### src/pmi_pkg.sv
// Purpose: constants and types of the serial slave
// Assumes: eleven byte registers
// Notes: apb byte address is four times the index
package pmi_pkg;
   // ==========
   // register space
   localparam int NUM_REGS = 11;                 // indices 0 .. 10
   localparam logic [3:0] PTR_LAST = 4'h a;      // pointer wraps after this
   localparam logic [3:0] IDX_CELL_BAL = 4'h 1;  // one bit per cell
   localparam logic [3:0] IDX_AO_SEL = 4'h 2;    // analog output select
   localparam logic [3:0] IDX_SWITCH = 4'h 3;    // switch bits and forced reset
   localparam logic [3:0] IDX_USER_FLAG = 4'h 4; // battery backed flags
   localparam logic [3:0] IDX_STATUS = 4'h b;    // read only, apb side only
   // ==========
   // field positions
   localparam int BIT_CHARGE = 0;                // charge_switch_bit
   localparam int BIT_DISCHARGE = 1;             // discharge_switch_bit
   localparam int BIT_FORCE_POR = 7;             // self clearing, never stored
   localparam int CELL_COUNT = 6;
   localparam int AO_SEL_W = 4;
   localparam int FLAG_W = 4;
   // ==========
   // serial bus
   localparam logic [6:0] SLAVE_ADDR_BASE = 7'h 28; // 0101 000
   localparam logic [3:0] BITS_PER_BYTE = 4'h 8;
   localparam logic [3:0] LAST_TX_BIT = 4'h 7;
   localparam logic [2:0] SYNC_RESET = 3'h 3;       // lines idle high
   // ==========
   // apb
   localparam int PADDR_W = 12;
   localparam logic [1:0] WORD_ALIGN = 2'h 0;
   localparam logic [5:0] UPPER_ZERO = 6'h 00;

   // ==========
   // serial engine states
   typedef enum logic [2:0] {
      ST_IDLE = 3'b000,
      ST_RX = 3'b001,
      ST_RX_ACK = 3'b010,
      ST_TX = 3'b011,
      ST_TX_ACK = 3'b100,
      ST_IGNORE = 3'b101
   } pmi_state_type;

   // which byte of a transfer is being received
   typedef enum logic [1:0] {
      PH_SLAVE = 2'b00,
      PH_POINTER = 2'b01,
      PH_DATA = 2'b10
   } pmi_phase_type;
endpackage : pmi_pkg

### src/pmi_line_sync.sv
// Purpose: two stage pin synchroniser
// Assumes: inputs come straight from pins
// Notes: only the second stage leaves this module
`timescale 1ns/100ps
`default_nettype none
module pmi_line_sync (
   // clock and reset
   input wire logic pclk,
   input wire logic presetn,
   // raw pins: scl, sda, upper chip strap
   input wire logic [2:0] pins_raw,
   // synchronised copy
   output logic [2:0] pins_sync
);
   // ==========
   // state
   typedef struct packed {
      logic [2:0] meta; // first stage, read by stage two only
      logic [2:0] sync; // second stage
   } pmi_sync_state_type;

   pmi_sync_state_type q, d;

   // shift one stage per clock
   always_comb begin
      d = q;
      d.meta = pins_raw;
      d.sync = q.meta;
   end

   // reset to the idle level of the bus
   always_ff @(posedge pclk or negedge presetn) begin
      if (!presetn) begin
         q <= {pmi_pkg::SYNC_RESET, pmi_pkg::SYNC_RESET};
      end else begin
         q <= d;
      end
   end

   assign pins_sync = q.sync;
endmodule : pmi_line_sync
`default_nettype wire

### src/pmi_regfile.sv
// Purpose: byte register space and the functions it drives directly
// Assumes: one write per cycle, arbitrated by the caller
// Notes: flags clear on presetn, a forced reset write or a write to them
`timescale 1ns/100ps
`default_nettype none
module pmi_regfile (
   // clock and reset
   input wire logic pclk,
   input wire logic presetn,
   // write port
   input wire logic wr_en,
   input wire logic [3:0] wr_idx,
   input wire logic [7:0] wr_data,
   // two read ports
   input wire logic [3:0] rd_idx_a,
   output logic [7:0] rd_data_a,
   input wire logic [3:0] rd_idx_b,
   output logic [7:0] rd_data_b,
   // protection input
   input wire logic over_temp_shutdown,
   // controlled functions
   output logic [pmi_pkg::CELL_COUNT-1:0] cell_balance_on,
   output logic [pmi_pkg::AO_SEL_W-1:0] analog_monitor_select,
   output logic charge_switch_bit,
   output logic discharge_switch_bit,
   output logic [pmi_pkg::FLAG_W-1:0] user_flag
);
   // ==========
   // state
   typedef struct packed {
      logic [pmi_pkg::NUM_REGS-1:0][7:0] mem; // register array
   } pmi_reg_state_type;

   pmi_reg_state_type q, d;

   // out of range reads give zero
   function automatic logic [7:0] rd_byte(input pmi_reg_state_type s, input logic [3:0] i);
      rd_byte = (i <= pmi_pkg::PTR_LAST) ? s.mem[i] : 8'h 00;
   endfunction : rd_byte

   // write handling with side effects
   always_comb begin
      d = q;
      if (wr_en && wr_idx <= pmi_pkg::PTR_LAST) begin
         if (wr_idx == pmi_pkg::IDX_SWITCH && wr_data[pmi_pkg::BIT_FORCE_POR]) begin
            d.mem = '0; // forced reset wipes flags too
         end else if (over_temp_shutdown && wr_idx == pmi_pkg::IDX_CELL_BAL) begin
            d = q; // balance writes dropped while hot
         end else if (over_temp_shutdown && wr_idx == pmi_pkg::IDX_SWITCH) begin
            // switch bits kept, rest of the byte still written
            d.mem[wr_idx] = wr_data;
            d.mem[wr_idx][pmi_pkg::BIT_CHARGE] = q.mem[wr_idx][pmi_pkg::BIT_CHARGE];
            d.mem[wr_idx][pmi_pkg::BIT_DISCHARGE] = q.mem[wr_idx][pmi_pkg::BIT_DISCHARGE];
         end else begin
            d.mem[wr_idx] = wr_data; // flags set or cleared by write
         end
         d.mem[pmi_pkg::IDX_SWITCH][pmi_pkg::BIT_FORCE_POR] = 1'b0;
      end
   end

   // presetn or a forced reset write clears; standby does not touch the array
   always_ff @(posedge pclk or negedge presetn) begin
      if (!presetn) begin
         q <= '0;
      end else begin
         q <= d;
      end
   end

   assign rd_data_a = rd_byte(q, rd_idx_a);
   assign rd_data_b = rd_byte(q, rd_idx_b);
   // one switch per set bit
   assign cell_balance_on = q.mem[pmi_pkg::IDX_CELL_BAL][pmi_pkg::CELL_COUNT-1:0];
   // mux select to the analog output
   assign analog_monitor_select = q.mem[pmi_pkg::IDX_AO_SEL][pmi_pkg::AO_SEL_W-1:0];
   assign charge_switch_bit = q.mem[pmi_pkg::IDX_SWITCH][pmi_pkg::BIT_CHARGE];
   assign discharge_switch_bit = q.mem[pmi_pkg::IDX_SWITCH][pmi_pkg::BIT_DISCHARGE];
   assign user_flag = q.mem[pmi_pkg::IDX_USER_FLAG][pmi_pkg::FLAG_W-1:0];
endmodule : pmi_regfile
`default_nettype wire

### src/pmi_top.sv
// Purpose: two-wire slave port with an apb view of its registers
// Assumes: pclk much faster than scl
// Notes: sda is open drain, only ever pulled low; scl is never driven
//
// How it works
// - bytes shift msb first
// - data changes only while clock low
// - start is sda falling, scl high
// - ignore bus until a start
// - stop is sda rising, scl high
// - stop after read enters standby
// - ninth clock carries receiver acknowledge
// - acknowledge only own slave address
// - acknowledge every written byte
// - read sends bytes while master acknowledges
// - master nack ends read, line released
// - four user flags writable
// - flags survive standby and wake
// - forced reset clears the flags
// - balance bit set keeps switch on
// - select bits route the analog output
// - shutdown ignores switch and balance writes, except a forced reset
// - pointer increments, wraps after 0x0a
// - strap picks lower or upper address
`timescale 1ns/100ps
`default_nettype none
module pmi_top (
   // clock and reset
   input wire logic pclk,
   input wire logic presetn,
   // apb slave
   input wire logic psel,
   input wire logic penable,
   input wire logic pwrite,
   input wire logic [pmi_pkg::PADDR_W-1:0] paddr,
   input wire logic [31:0] pwdata,
   output logic [31:0] prdata,
   output logic pready,
   output logic pslverr,
   // two-wire bus pins
   input wire logic scl_i,
   input wire logic sda_i,
   output logic sda_o,
   output logic sda_oe,
   // cascade position strap, high for the upper chip
   input wire logic upper_chip_strap,
   // protection input
   input wire logic over_temp_shutdown,
   // controlled functions
   output logic [pmi_pkg::CELL_COUNT-1:0] cell_balance_on,
   output logic [pmi_pkg::AO_SEL_W-1:0] analog_monitor_select,
   output logic charge_switch_bit,
   output logic discharge_switch_bit,
   output logic [pmi_pkg::FLAG_W-1:0] user_flag,
   output logic standby
);
   // ==========
   // state
   typedef struct packed {
      pmi_pkg::pmi_state_type state; // serial engine
      pmi_pkg::pmi_phase_type phase; // byte role in transfer
      logic [3:0] cnt;               // bit counter
      logic [7:0] shift;             // receive shifter
      logic [7:0] tx_byte;           // transmit shifter
      logic [3:0] ptr;               // register pointer
      logic rw;                      // read bit of slave byte
      logic ack_seen;                // master acknowledge on read
      logic read_seen;               // transfer included a read
      logic sda_oe;                  // pulling sda low
      logic scl_prev;                // edge detection history
      logic sda_prev;
      logic standby;                 // standby power state
      logic strap_done;              // set after the first cycle, then strap followed
      logic upper;                   // caught strap
      logic apb_ack;                 // answer cycle
      logic [31:0] prdata;
      logic pslverr;
   } pmi_top_state_type;

   pmi_top_state_type q, d;

   // ==========
   // synchronised pins
   logic [2:0] pins_sync;
   logic scl_s;
   logic sda_s;
   logic strap_s;

   pmi_line_sync u_sync (
      .pclk(pclk),
      .presetn(presetn),
      .pins_raw({upper_chip_strap, sda_i, scl_i}),
      .pins_sync(pins_sync)
   );

   assign scl_s = pins_sync[0];
   assign sda_s = pins_sync[1];
   assign strap_s = pins_sync[2];

   // ==========
   // register file
   logic i2c_we;
   logic apb_we;
   logic [7:0] i2c_rd;
   logic [7:0] apb_rd;
   logic [3:0] apb_idx;
   logic apb_mapped;

   pmi_regfile u_regs (
      .pclk(pclk),
      .presetn(presetn),
      .wr_en(i2c_we | apb_we),
      .wr_idx(i2c_we ? q.ptr : apb_idx),
      .wr_data(i2c_we ? q.shift : pwdata[7:0]),
      .rd_idx_a(q.ptr),
      .rd_data_a(i2c_rd),
      .rd_idx_b(apb_idx),
      .rd_data_b(apb_rd),
      .over_temp_shutdown(over_temp_shutdown),
      .cell_balance_on(cell_balance_on),
      .analog_monitor_select(analog_monitor_select),
      .charge_switch_bit(charge_switch_bit),
      .discharge_switch_bit(discharge_switch_bit),
      .user_flag(user_flag)
   );

   // pointer step used by reads and writes
   function automatic logic [3:0] next_ptr(input logic [3:0] p);
      next_ptr = (p == pmi_pkg::PTR_LAST) ? 4'h 0 : p + 4'h 1; // wrap after last
   endfunction : next_ptr

   // ==========
   // bus conditions, seen on synchronised lines
   logic scl_rise;
   logic scl_fall;
   logic start_cond;
   logic stop_cond;
   logic [6:0] own_addr;

   assign scl_rise = scl_s & ~q.scl_prev;
   assign scl_fall = ~scl_s & q.scl_prev;
   // sda moving while scl high is only start or stop
   assign start_cond = scl_s & q.scl_prev & q.sda_prev & ~sda_s;
   assign stop_cond = scl_s & q.scl_prev & ~q.sda_prev & sda_s;
   // strap sets the lowest address bit
   assign own_addr = pmi_pkg::SLAVE_ADDR_BASE | {6'h 00, q.upper};

   // apb decode: word aligned, index up to the status word
   assign apb_idx = paddr[5:2];
   assign apb_mapped = (paddr[1:0] == pmi_pkg::WORD_ALIGN) && (paddr[11:6] == pmi_pkg::UPPER_ZERO)
                       && (apb_idx <= pmi_pkg::IDX_STATUS);

   // ==========
   // serial engine and apb answer
   always_comb begin
      d = q;
      d.scl_prev = scl_s;
      d.sda_prev = sda_s;
      i2c_we = 1'b0;
      apb_we = 1'b0;
      // follow the strap from the second cycle; its first copy is the sync pipe's reset level
      d.strap_done = 1'b1;
      if (q.strap_done) begin
         d.upper = strap_s;
      end
      if (start_cond) begin
         // start anywhere aborts the byte in flight
         d.state = pmi_pkg::ST_RX;
         d.phase = pmi_pkg::PH_SLAVE;
         d.cnt = 4'h 0;
         d.sda_oe = 1'b0;
         d.standby = 1'b0; // any start wakes the part
      end else if (stop_cond) begin
         // stop ends the transaction; after a read, go to standby
         if (q.read_seen) begin
            d.standby = 1'b1;
         end
         d.read_seen = 1'b0;
         d.state = pmi_pkg::ST_IDLE;
         d.sda_oe = 1'b0;
      end else begin
         case (q.state)
            pmi_pkg::ST_IDLE: begin
               d.sda_oe = 1'b0; // deaf until a start
            end
            pmi_pkg::ST_RX: begin
               if (scl_rise && q.cnt < pmi_pkg::BITS_PER_BYTE) begin
                  d.shift = {q.shift[6:0], sda_s}; // msb arrives first
                  d.cnt = q.cnt + 4'h 1;
               end
               if (scl_fall && q.cnt == pmi_pkg::BITS_PER_BYTE) begin
                  d.cnt = 4'h 0;
                  case (q.phase)
                     pmi_pkg::PH_SLAVE: begin
                        if (q.shift[7:1] == own_addr) begin
                           d.rw = q.shift[0];
                           d.sda_oe = 1'b1; // own address acknowledged
                           d.state = pmi_pkg::ST_RX_ACK;
                        end else begin
                           d.state = pmi_pkg::ST_IGNORE; // foreign address, no ack
                        end
                     end
                     pmi_pkg::PH_POINTER: begin
                        // pointer beyond the map starts at zero
                        d.ptr = (q.shift[3:0] <= pmi_pkg::PTR_LAST && q.shift[7:4] == 4'h 0)
                                ? q.shift[3:0] : 4'h 0;
                        d.sda_oe = 1'b1;
                        d.state = pmi_pkg::ST_RX_ACK;
                     end
                     default: begin
                        i2c_we = 1'b1; // byte stored at the fall after bit 8
                        d.sda_oe = 1'b1;
                        d.state = pmi_pkg::ST_RX_ACK;
                     end
                  endcase
               end
            end
            pmi_pkg::ST_RX_ACK: begin
               // hold sda low for the whole ninth clock
               if (scl_fall) begin
                  d.sda_oe = 1'b0;
                  d.state = pmi_pkg::ST_RX;
                  if (q.phase == pmi_pkg::PH_SLAVE && q.rw) begin
                     // read: first bit placed while scl is low
                     d.state = pmi_pkg::ST_TX;
                     d.tx_byte = i2c_rd;
                     d.sda_oe = ~i2c_rd[7]; // msb first
                     d.cnt = 4'h 0;
                     d.read_seen = 1'b1;
                  end else if (q.phase == pmi_pkg::PH_SLAVE) begin
                     d.phase = pmi_pkg::PH_POINTER;
                  end else if (q.phase == pmi_pkg::PH_POINTER) begin
                     d.phase = pmi_pkg::PH_DATA;
                  end else begin
                     d.ptr = next_ptr(q.ptr); // burst write
                  end
               end
            end
            pmi_pkg::ST_TX: begin
               if (scl_fall) begin
                  if (q.cnt == pmi_pkg::LAST_TX_BIT) begin
                     d.sda_oe = 1'b0; // release for the master ack
                     d.ptr = next_ptr(q.ptr); // step after the eighth bit
                     d.state = pmi_pkg::ST_TX_ACK;
                  end else begin
                     d.tx_byte = {q.tx_byte[6:0], 1'b0};
                     d.sda_oe = ~q.tx_byte[6];
                     d.cnt = q.cnt + 4'h 1;
                  end
               end
            end
            pmi_pkg::ST_TX_ACK: begin
               if (scl_rise) begin
                  d.ack_seen = ~sda_s; // sample master acknowledge
               end
               if (scl_fall) begin
                  d.cnt = 4'h 0;
                  if (q.ack_seen) begin
                     d.state = pmi_pkg::ST_TX; // next byte
                     d.tx_byte = i2c_rd;
                     d.sda_oe = ~i2c_rd[7];
                  end else begin
                     d.state = pmi_pkg::ST_IGNORE; // nack: stay released
                     d.sda_oe = 1'b0;
                  end
               end
            end
            pmi_pkg::ST_IGNORE: begin
               d.sda_oe = 1'b0; // wait for stop or start; master's duty
            end
            default: begin
               d.state = pmi_pkg::ST_IDLE;
               d.sda_oe = 1'b0;
            end
         endcase
      end
      // apb answer; a serial write that cycle delays it
      d.apb_ack = 1'b0;
      if (psel && penable && !q.apb_ack && !i2c_we) begin
         d.apb_ack = 1'b1;
         d.pslverr = ~apb_mapped;
         d.prdata = 32'h 0000_0000;
         if (apb_mapped && apb_idx == pmi_pkg::IDX_STATUS) begin
            // status word is read only
            d.prdata = {22'h 00_0000, q.ptr, q.standby, q.state, q.upper, q.read_seen};
         end else if (apb_mapped) begin
            d.prdata = {24'h 00_0000, apb_rd};
            apb_we = pwrite;
         end
      end
   end

   // ==========
   // one register stage for all state
   always_ff @(posedge pclk or negedge presetn) begin
      if (!presetn) begin
         q <= '0;
      end else begin
         q <= d;
      end
   end

   // open drain: the level driven is always low, only the enable moves
   assign sda_o = 1'b0;
   assign sda_oe = q.sda_oe;
   assign standby = q.standby;
   assign pready = q.apb_ack;
   assign prdata = q.prdata;
   assign pslverr = q.pslverr & q.apb_ack;
endmodule : pmi_top
`default_nettype wire

### config.mk
export PLATFORM = sky130hd
export DESIGN_NAME = pmi_top
export DESIGN_NICKNAME = d
export VERILOG_FILES = /design/src/pmi_pkg.sv /design/src/pmi_line_sync.sv /design/src/pmi_regfile.sv /design/src/pmi_top.sv
export SDC_FILE = /design/constraint.sdc
export NUM_CORES = 1
export LEC_CHECK = 0
export ABC_CLOCK_PERIOD_IN_PS = 4200
export CORE_ASPECT_RATIO = 0.9
export CORE_MARGIN = 2
export CORE_UTILIZATION = 69
export CTS_CLUSTER_SIZE = 20
export DETAILED_ROUTE_END_ITERATION = 6
export DONT_BUFFER_PORTS = 1
export GPL_ROUTABILITY_DRIVEN = 0
export GPL_TIMING_DRIVEN = 0
export PLACE_DENSITY = 0.89
export RECOVER_POWER = 100
export SLEW_MARGIN = 20
export SYNTH_ARGS = -nofsm -noshare
export SYNTH_HDL_FRONTEND = slang
export SYNTH_SLANG_ARGS = --single-unit
### constraint.sdc
create_clock -name pclk -period 4.2 [get_ports pclk]
set_input_delay 0 -clock pclk [delete_from_list [all_inputs] [get_ports pclk]]
set_output_delay 0 -clock pclk [all_outputs]
set_load 0.02 [all_outputs]
==> results <==
- The flow ran to the end, and the final reports show no timing, DRC or antenna violations.
- The highest net fanout along the worst path is 10.
- Setup repair after global routing left no endpoint under its margin.
- The synthesized design devotes to its leading area cell type 40.64% of total area.
- In this run the critical register-to-register path is launched from q[63].
- The power per cell area is 351.4 mW/mm^2.
- The share of the clock period used by the worst path after layout is 87.79%.
- The synthesized design spends more area on one cell type than any other, namely sky130_fd_sc_hd__dfrtp_1.
- The number of gates resized after CTS is 0.
- The sequential element share of the synthesized area is 41.88%.
- Entering global routing, the biggest net connects 143 pins.
- Clock skew on the completed layout was measured at 7.267 ps.
- The number of synthesized flops with an enable pin is 0.
- For the pin with the worst max-slew slack, the measured transition is 915.8 ps.
- For this run the aggregate overflow at the end of global routing stands at 0.
- The die covers 0.01322 mm^2.
- IR analysis of the VDD net gives a maximum drop of 0.2767 mV.
- The summed instance area of the synthesized netlist is 0.008497 mm^2.
- The multi-input combinational cells in the finished layout cover a total of 0.004382 mm^2.
- The number of rows created at floorplan is 38.
- The clock tree from TritonCTS is done.
- By count the netlist is led by sky130_fd_sc_hd__dfrtp_1 (138), sky130_fd_sc_hd__nand2_1 (127), sky130_fd_sc_hd__o21ai_0 (88).
- The yosys synthesis warning count is 0.
- The critical path capture point type is a flop.
- The synthesis-stage register bit count is 142.
- For the worst setup path, the data arrival time is 3970 ps.
- The starting DRC count in detailed routing is 1512.
- The iteration count of the initial detailed-routing pass is 6.
- Of the cells placed in the final design, the portion with a size suffix greater than 1 is 13.87%.
- The start point of the critical path is q[63].
- For this run, the leading register cell type out of synthesis is sky130_fd_sc_hd__dfrtp_1.
- The final non-filler cell total is 1097.
- The initial core utilization is 70.64%.
- In the final routed layout, each cell accounts on average for 23.71 um.
- By area the synthesized netlist is led by sky130_fd_sc_hd__dfrtp_1 (41%), sky130_fd_sc_hd__mux4_2 (8.0%), sky130_fd_sc_hd__nand2_1 (5.6%).
- In this run the tool buffered the top-level ports with 0 buffer cells.
- The via count of the first global-routing pass was 7396.
- Synthesis handed over a netlist of 870 instances.
- In the synthesized netlist the async set-or-reset flop fraction comes to 100.0%.
- The global-route usage over all layers is 41.34%.
- The deepest clock path buffer count is 2.
- In the final design database the tool counted 980 nets.
- In this run the mean area of a mapped cell was 9.767 um^2.
- The critical path is of the reg -> reg type.
- The start point of the worst min-delay path is pwdata[2].
- Measured against its own limit, the worst slew margin works out to 38.68%.
- The placed instance count is 1052.
- For the worst setup path, the data required time is 4480 ps.
- The total routed wirelength is 26010 um.
- The first-pass GRT wire length is 40570 um.
- The worst setup slack after placement is 927.8 ps.
- The number of setup violations in the final report is 0.
- Cells fill 77.81% of the core in the end.
- Timing would allow up to 0.2712 GHz.
- By instance count, the leading cell after synthesis is sky130_fd_sc_hd__dfrtp_1.
- From bottom edge to top edge, the die measures 109.3 um.
- The I/O pin total is 106.
- Counting the fill cells in the layout gives 803.
- The tree is rooted in a sky130_fd_sc_hd__clkbuf_16.
- The number of antenna cells inserted is 0.
- Counting the buffers created by CTS gives 17.
- The core region is 0.01203 mm^2.
- The final count of hold timing violations is 0.
- The netlist uses 80 different library cells.
- The final-report max-slew violation count is 0.
- The path class of the tightest hold or removal check is in -> reg.
- Summed over all cells, the static leakage comes to 0.003847 uW.
- The routed design could run at a clock period as short as 3687 ps.
- The number of antenna violations at the first check in global routing is 0.
- For this run, design rule violations remaining after detail routing come to 0.
- The vias after detailed routing is 7719.
- After legalization and detailed placement, the total HPWL measured 17320 um.
- The critical path launch point type is a flop.
- In this run the horizontal extent of the chip is 121.0 um.
- The tool flagged a number of max-cap violations equal to 0.
- The worst-case setup margin in the final layout is 512.9 ps.
- The clock transition time at the flip-flop clock pins of the worst setup and hold paths is 60 ps.
- The aggregate negative setup slack is 0 ps.
- The layout-stage area growth over the synthesis result is 10.16%.
- For this design, the sink count on the clock tree is 142.
- After detailed routing, the number of vias per cell comes to 7.036.
- The residual antenna-violating net count after detailed routing is 0.
- The number of H-tree levels is 4.
- The sequential cell area in the final layout is 0.003558 mm^2.
- At the later pin of the worst-skew pair, clock insertion delay measures 430 ps.
==> flip-flops by register name, indices dropped and copies added (netlist names) <==
signal,flops
q,35
u_regs.user_flag,4
u_sync.d,3
u_sync.pins_sync,3
u_regs.charge_switch_bit,1
sda_oe,1
u_regs.discharge_switch_bit,1
u_regs.analog_monitor_select,4
u_regs.q,71
own_addr,1
pready,1
standby,1
u_regs.cell_balance_on,6
prdata,10
==> power breakdown <==
| part | switching, uW | internal (uW) |
|---|---|---|
| Sequential | 90.3 | 1420 |
| Clock | 566 | 856 |
| Combinational | 218 | 137 |
==> stage by stage <==
| step | power [uW] | area (um^2) | hold slack (ps) |
|---|---|---|---|
| finish | 3290 | 9360 | 28.60 |
| global route | 3379 | 9360 | 46.65 |
| CTS | 3262 | 9478 | 17.96 |
| detailed placement | 1829 | 8780 | -292.4 |
| global placement | 1819 | 8780 | -293.3 |
| floorplan | 1741 | 8579 | -295.6 |
==> cells by family (layout without fill, tap and decap cells) <==
group	count (synthesis)	after routing	synth area share, %
buffers and inverters	112	157	7.260
DFF	142	142	41.88
adders and majority gates	3	3	0.4418
xor gates and xnor gates	1	1	0.1031
other	2	24	0.08839
and+or+nand+nor	270	270	15.58
AOI/OAI and AO/OA	248	248	19.03
muxes	92	92	15.62
==> what timing repair did <==
action / 4_1_cts / 5_1_grt
hold buffers: 13 / 0
setup buffers: 0 / 0
endpoints found under the hold margin: 157 / 0
==> worst paths after layout <==
check,endpoint,slack (ps),cells after the start
setup / recovery,u_regs.q[43],510,10
hold / removal,u_regs.cell_balance_on[2],30,2
setup reg to reg,u_regs.q[43],510,10
hold reg to reg,u_sync.pins_sync[2],350,0
max in group asynchronous,q[35],3400,2
min in group asynchronous,q[64],140,2
==> placed cells by master (no fill, tap or decap), drive strengths merged, types with 4 or more instances in the layout <==
cell type / Yosys / final
o21ai: 111 / 111
dfrtp: 138 / 138
conb: 2 / 24
nand3: 15 / 15
o31ai: 7 / 7
a21oi: 28 / 28
and2: 6 / 6
mux4: 30 / 30
nor3: 16 / 16
a21boi: 4 / 4
a2bb2oi: 8 / 8
clkinv: 2 / 6
clkbuf: 30 / 83
o2bb2ai: 16 / 16
nand2b: 12 / 12
a22oi: 10 / 10
nor2b: 7 / 7
mux2: 19 / 19
nand4: 10 / 10
mux2i: 43 / 43
o221ai: 7 / 7
nor2: 38 / 38
nor4: 7 / 7
or2: 7 / 7
nor3b: 4 / 4
inv: 13 / 13
dfstp: 4 / 4
dlygate4sd3: 0 / 12
buf: 67 / 40
a211oi: 6 / 6
nand2: 129 / 129
o211ai: 20 / 20
==> critical path: stages (launching register included) <==
cell,delay (ps)
sky130_fd_sc_hd__dfrtp_1,420
sky130_fd_sc_hd__inv_1,80
sky130_fd_sc_hd__ha_1,320
sky130_fd_sc_hd__and4bb_1,240
sky130_fd_sc_hd__clkbuf_1,390
sky130_fd_sc_hd__nand3_2,280
sky130_fd_sc_hd__buf_2,310
sky130_fd_sc_hd__mux2i_1,640
sky130_fd_sc_hd__or2_0,180
sky130_fd_sc_hd__clkbuf_1,470
sky130_fd_sc_hd__o21ai_0,200
==> cell type report <==
cell class	count	area share [%]
clock inverters	7	0.6951
clock buffers	25	5.186
repair buffers	13	1.577
plain buffers	97	4.973
well taps	160	2.139
inverters	15	0.6015
flip-flops and latches	142	38.02
multi-input cells	638	46.81
==> routing by layer <==
layer	GRT usage, %	share of wire [%]
met3	15.90	15
met4	24.25	6.3
met2	58.99	43
met5	0	0
met1	53.94	36
Power figures use the tool's default switching activity.
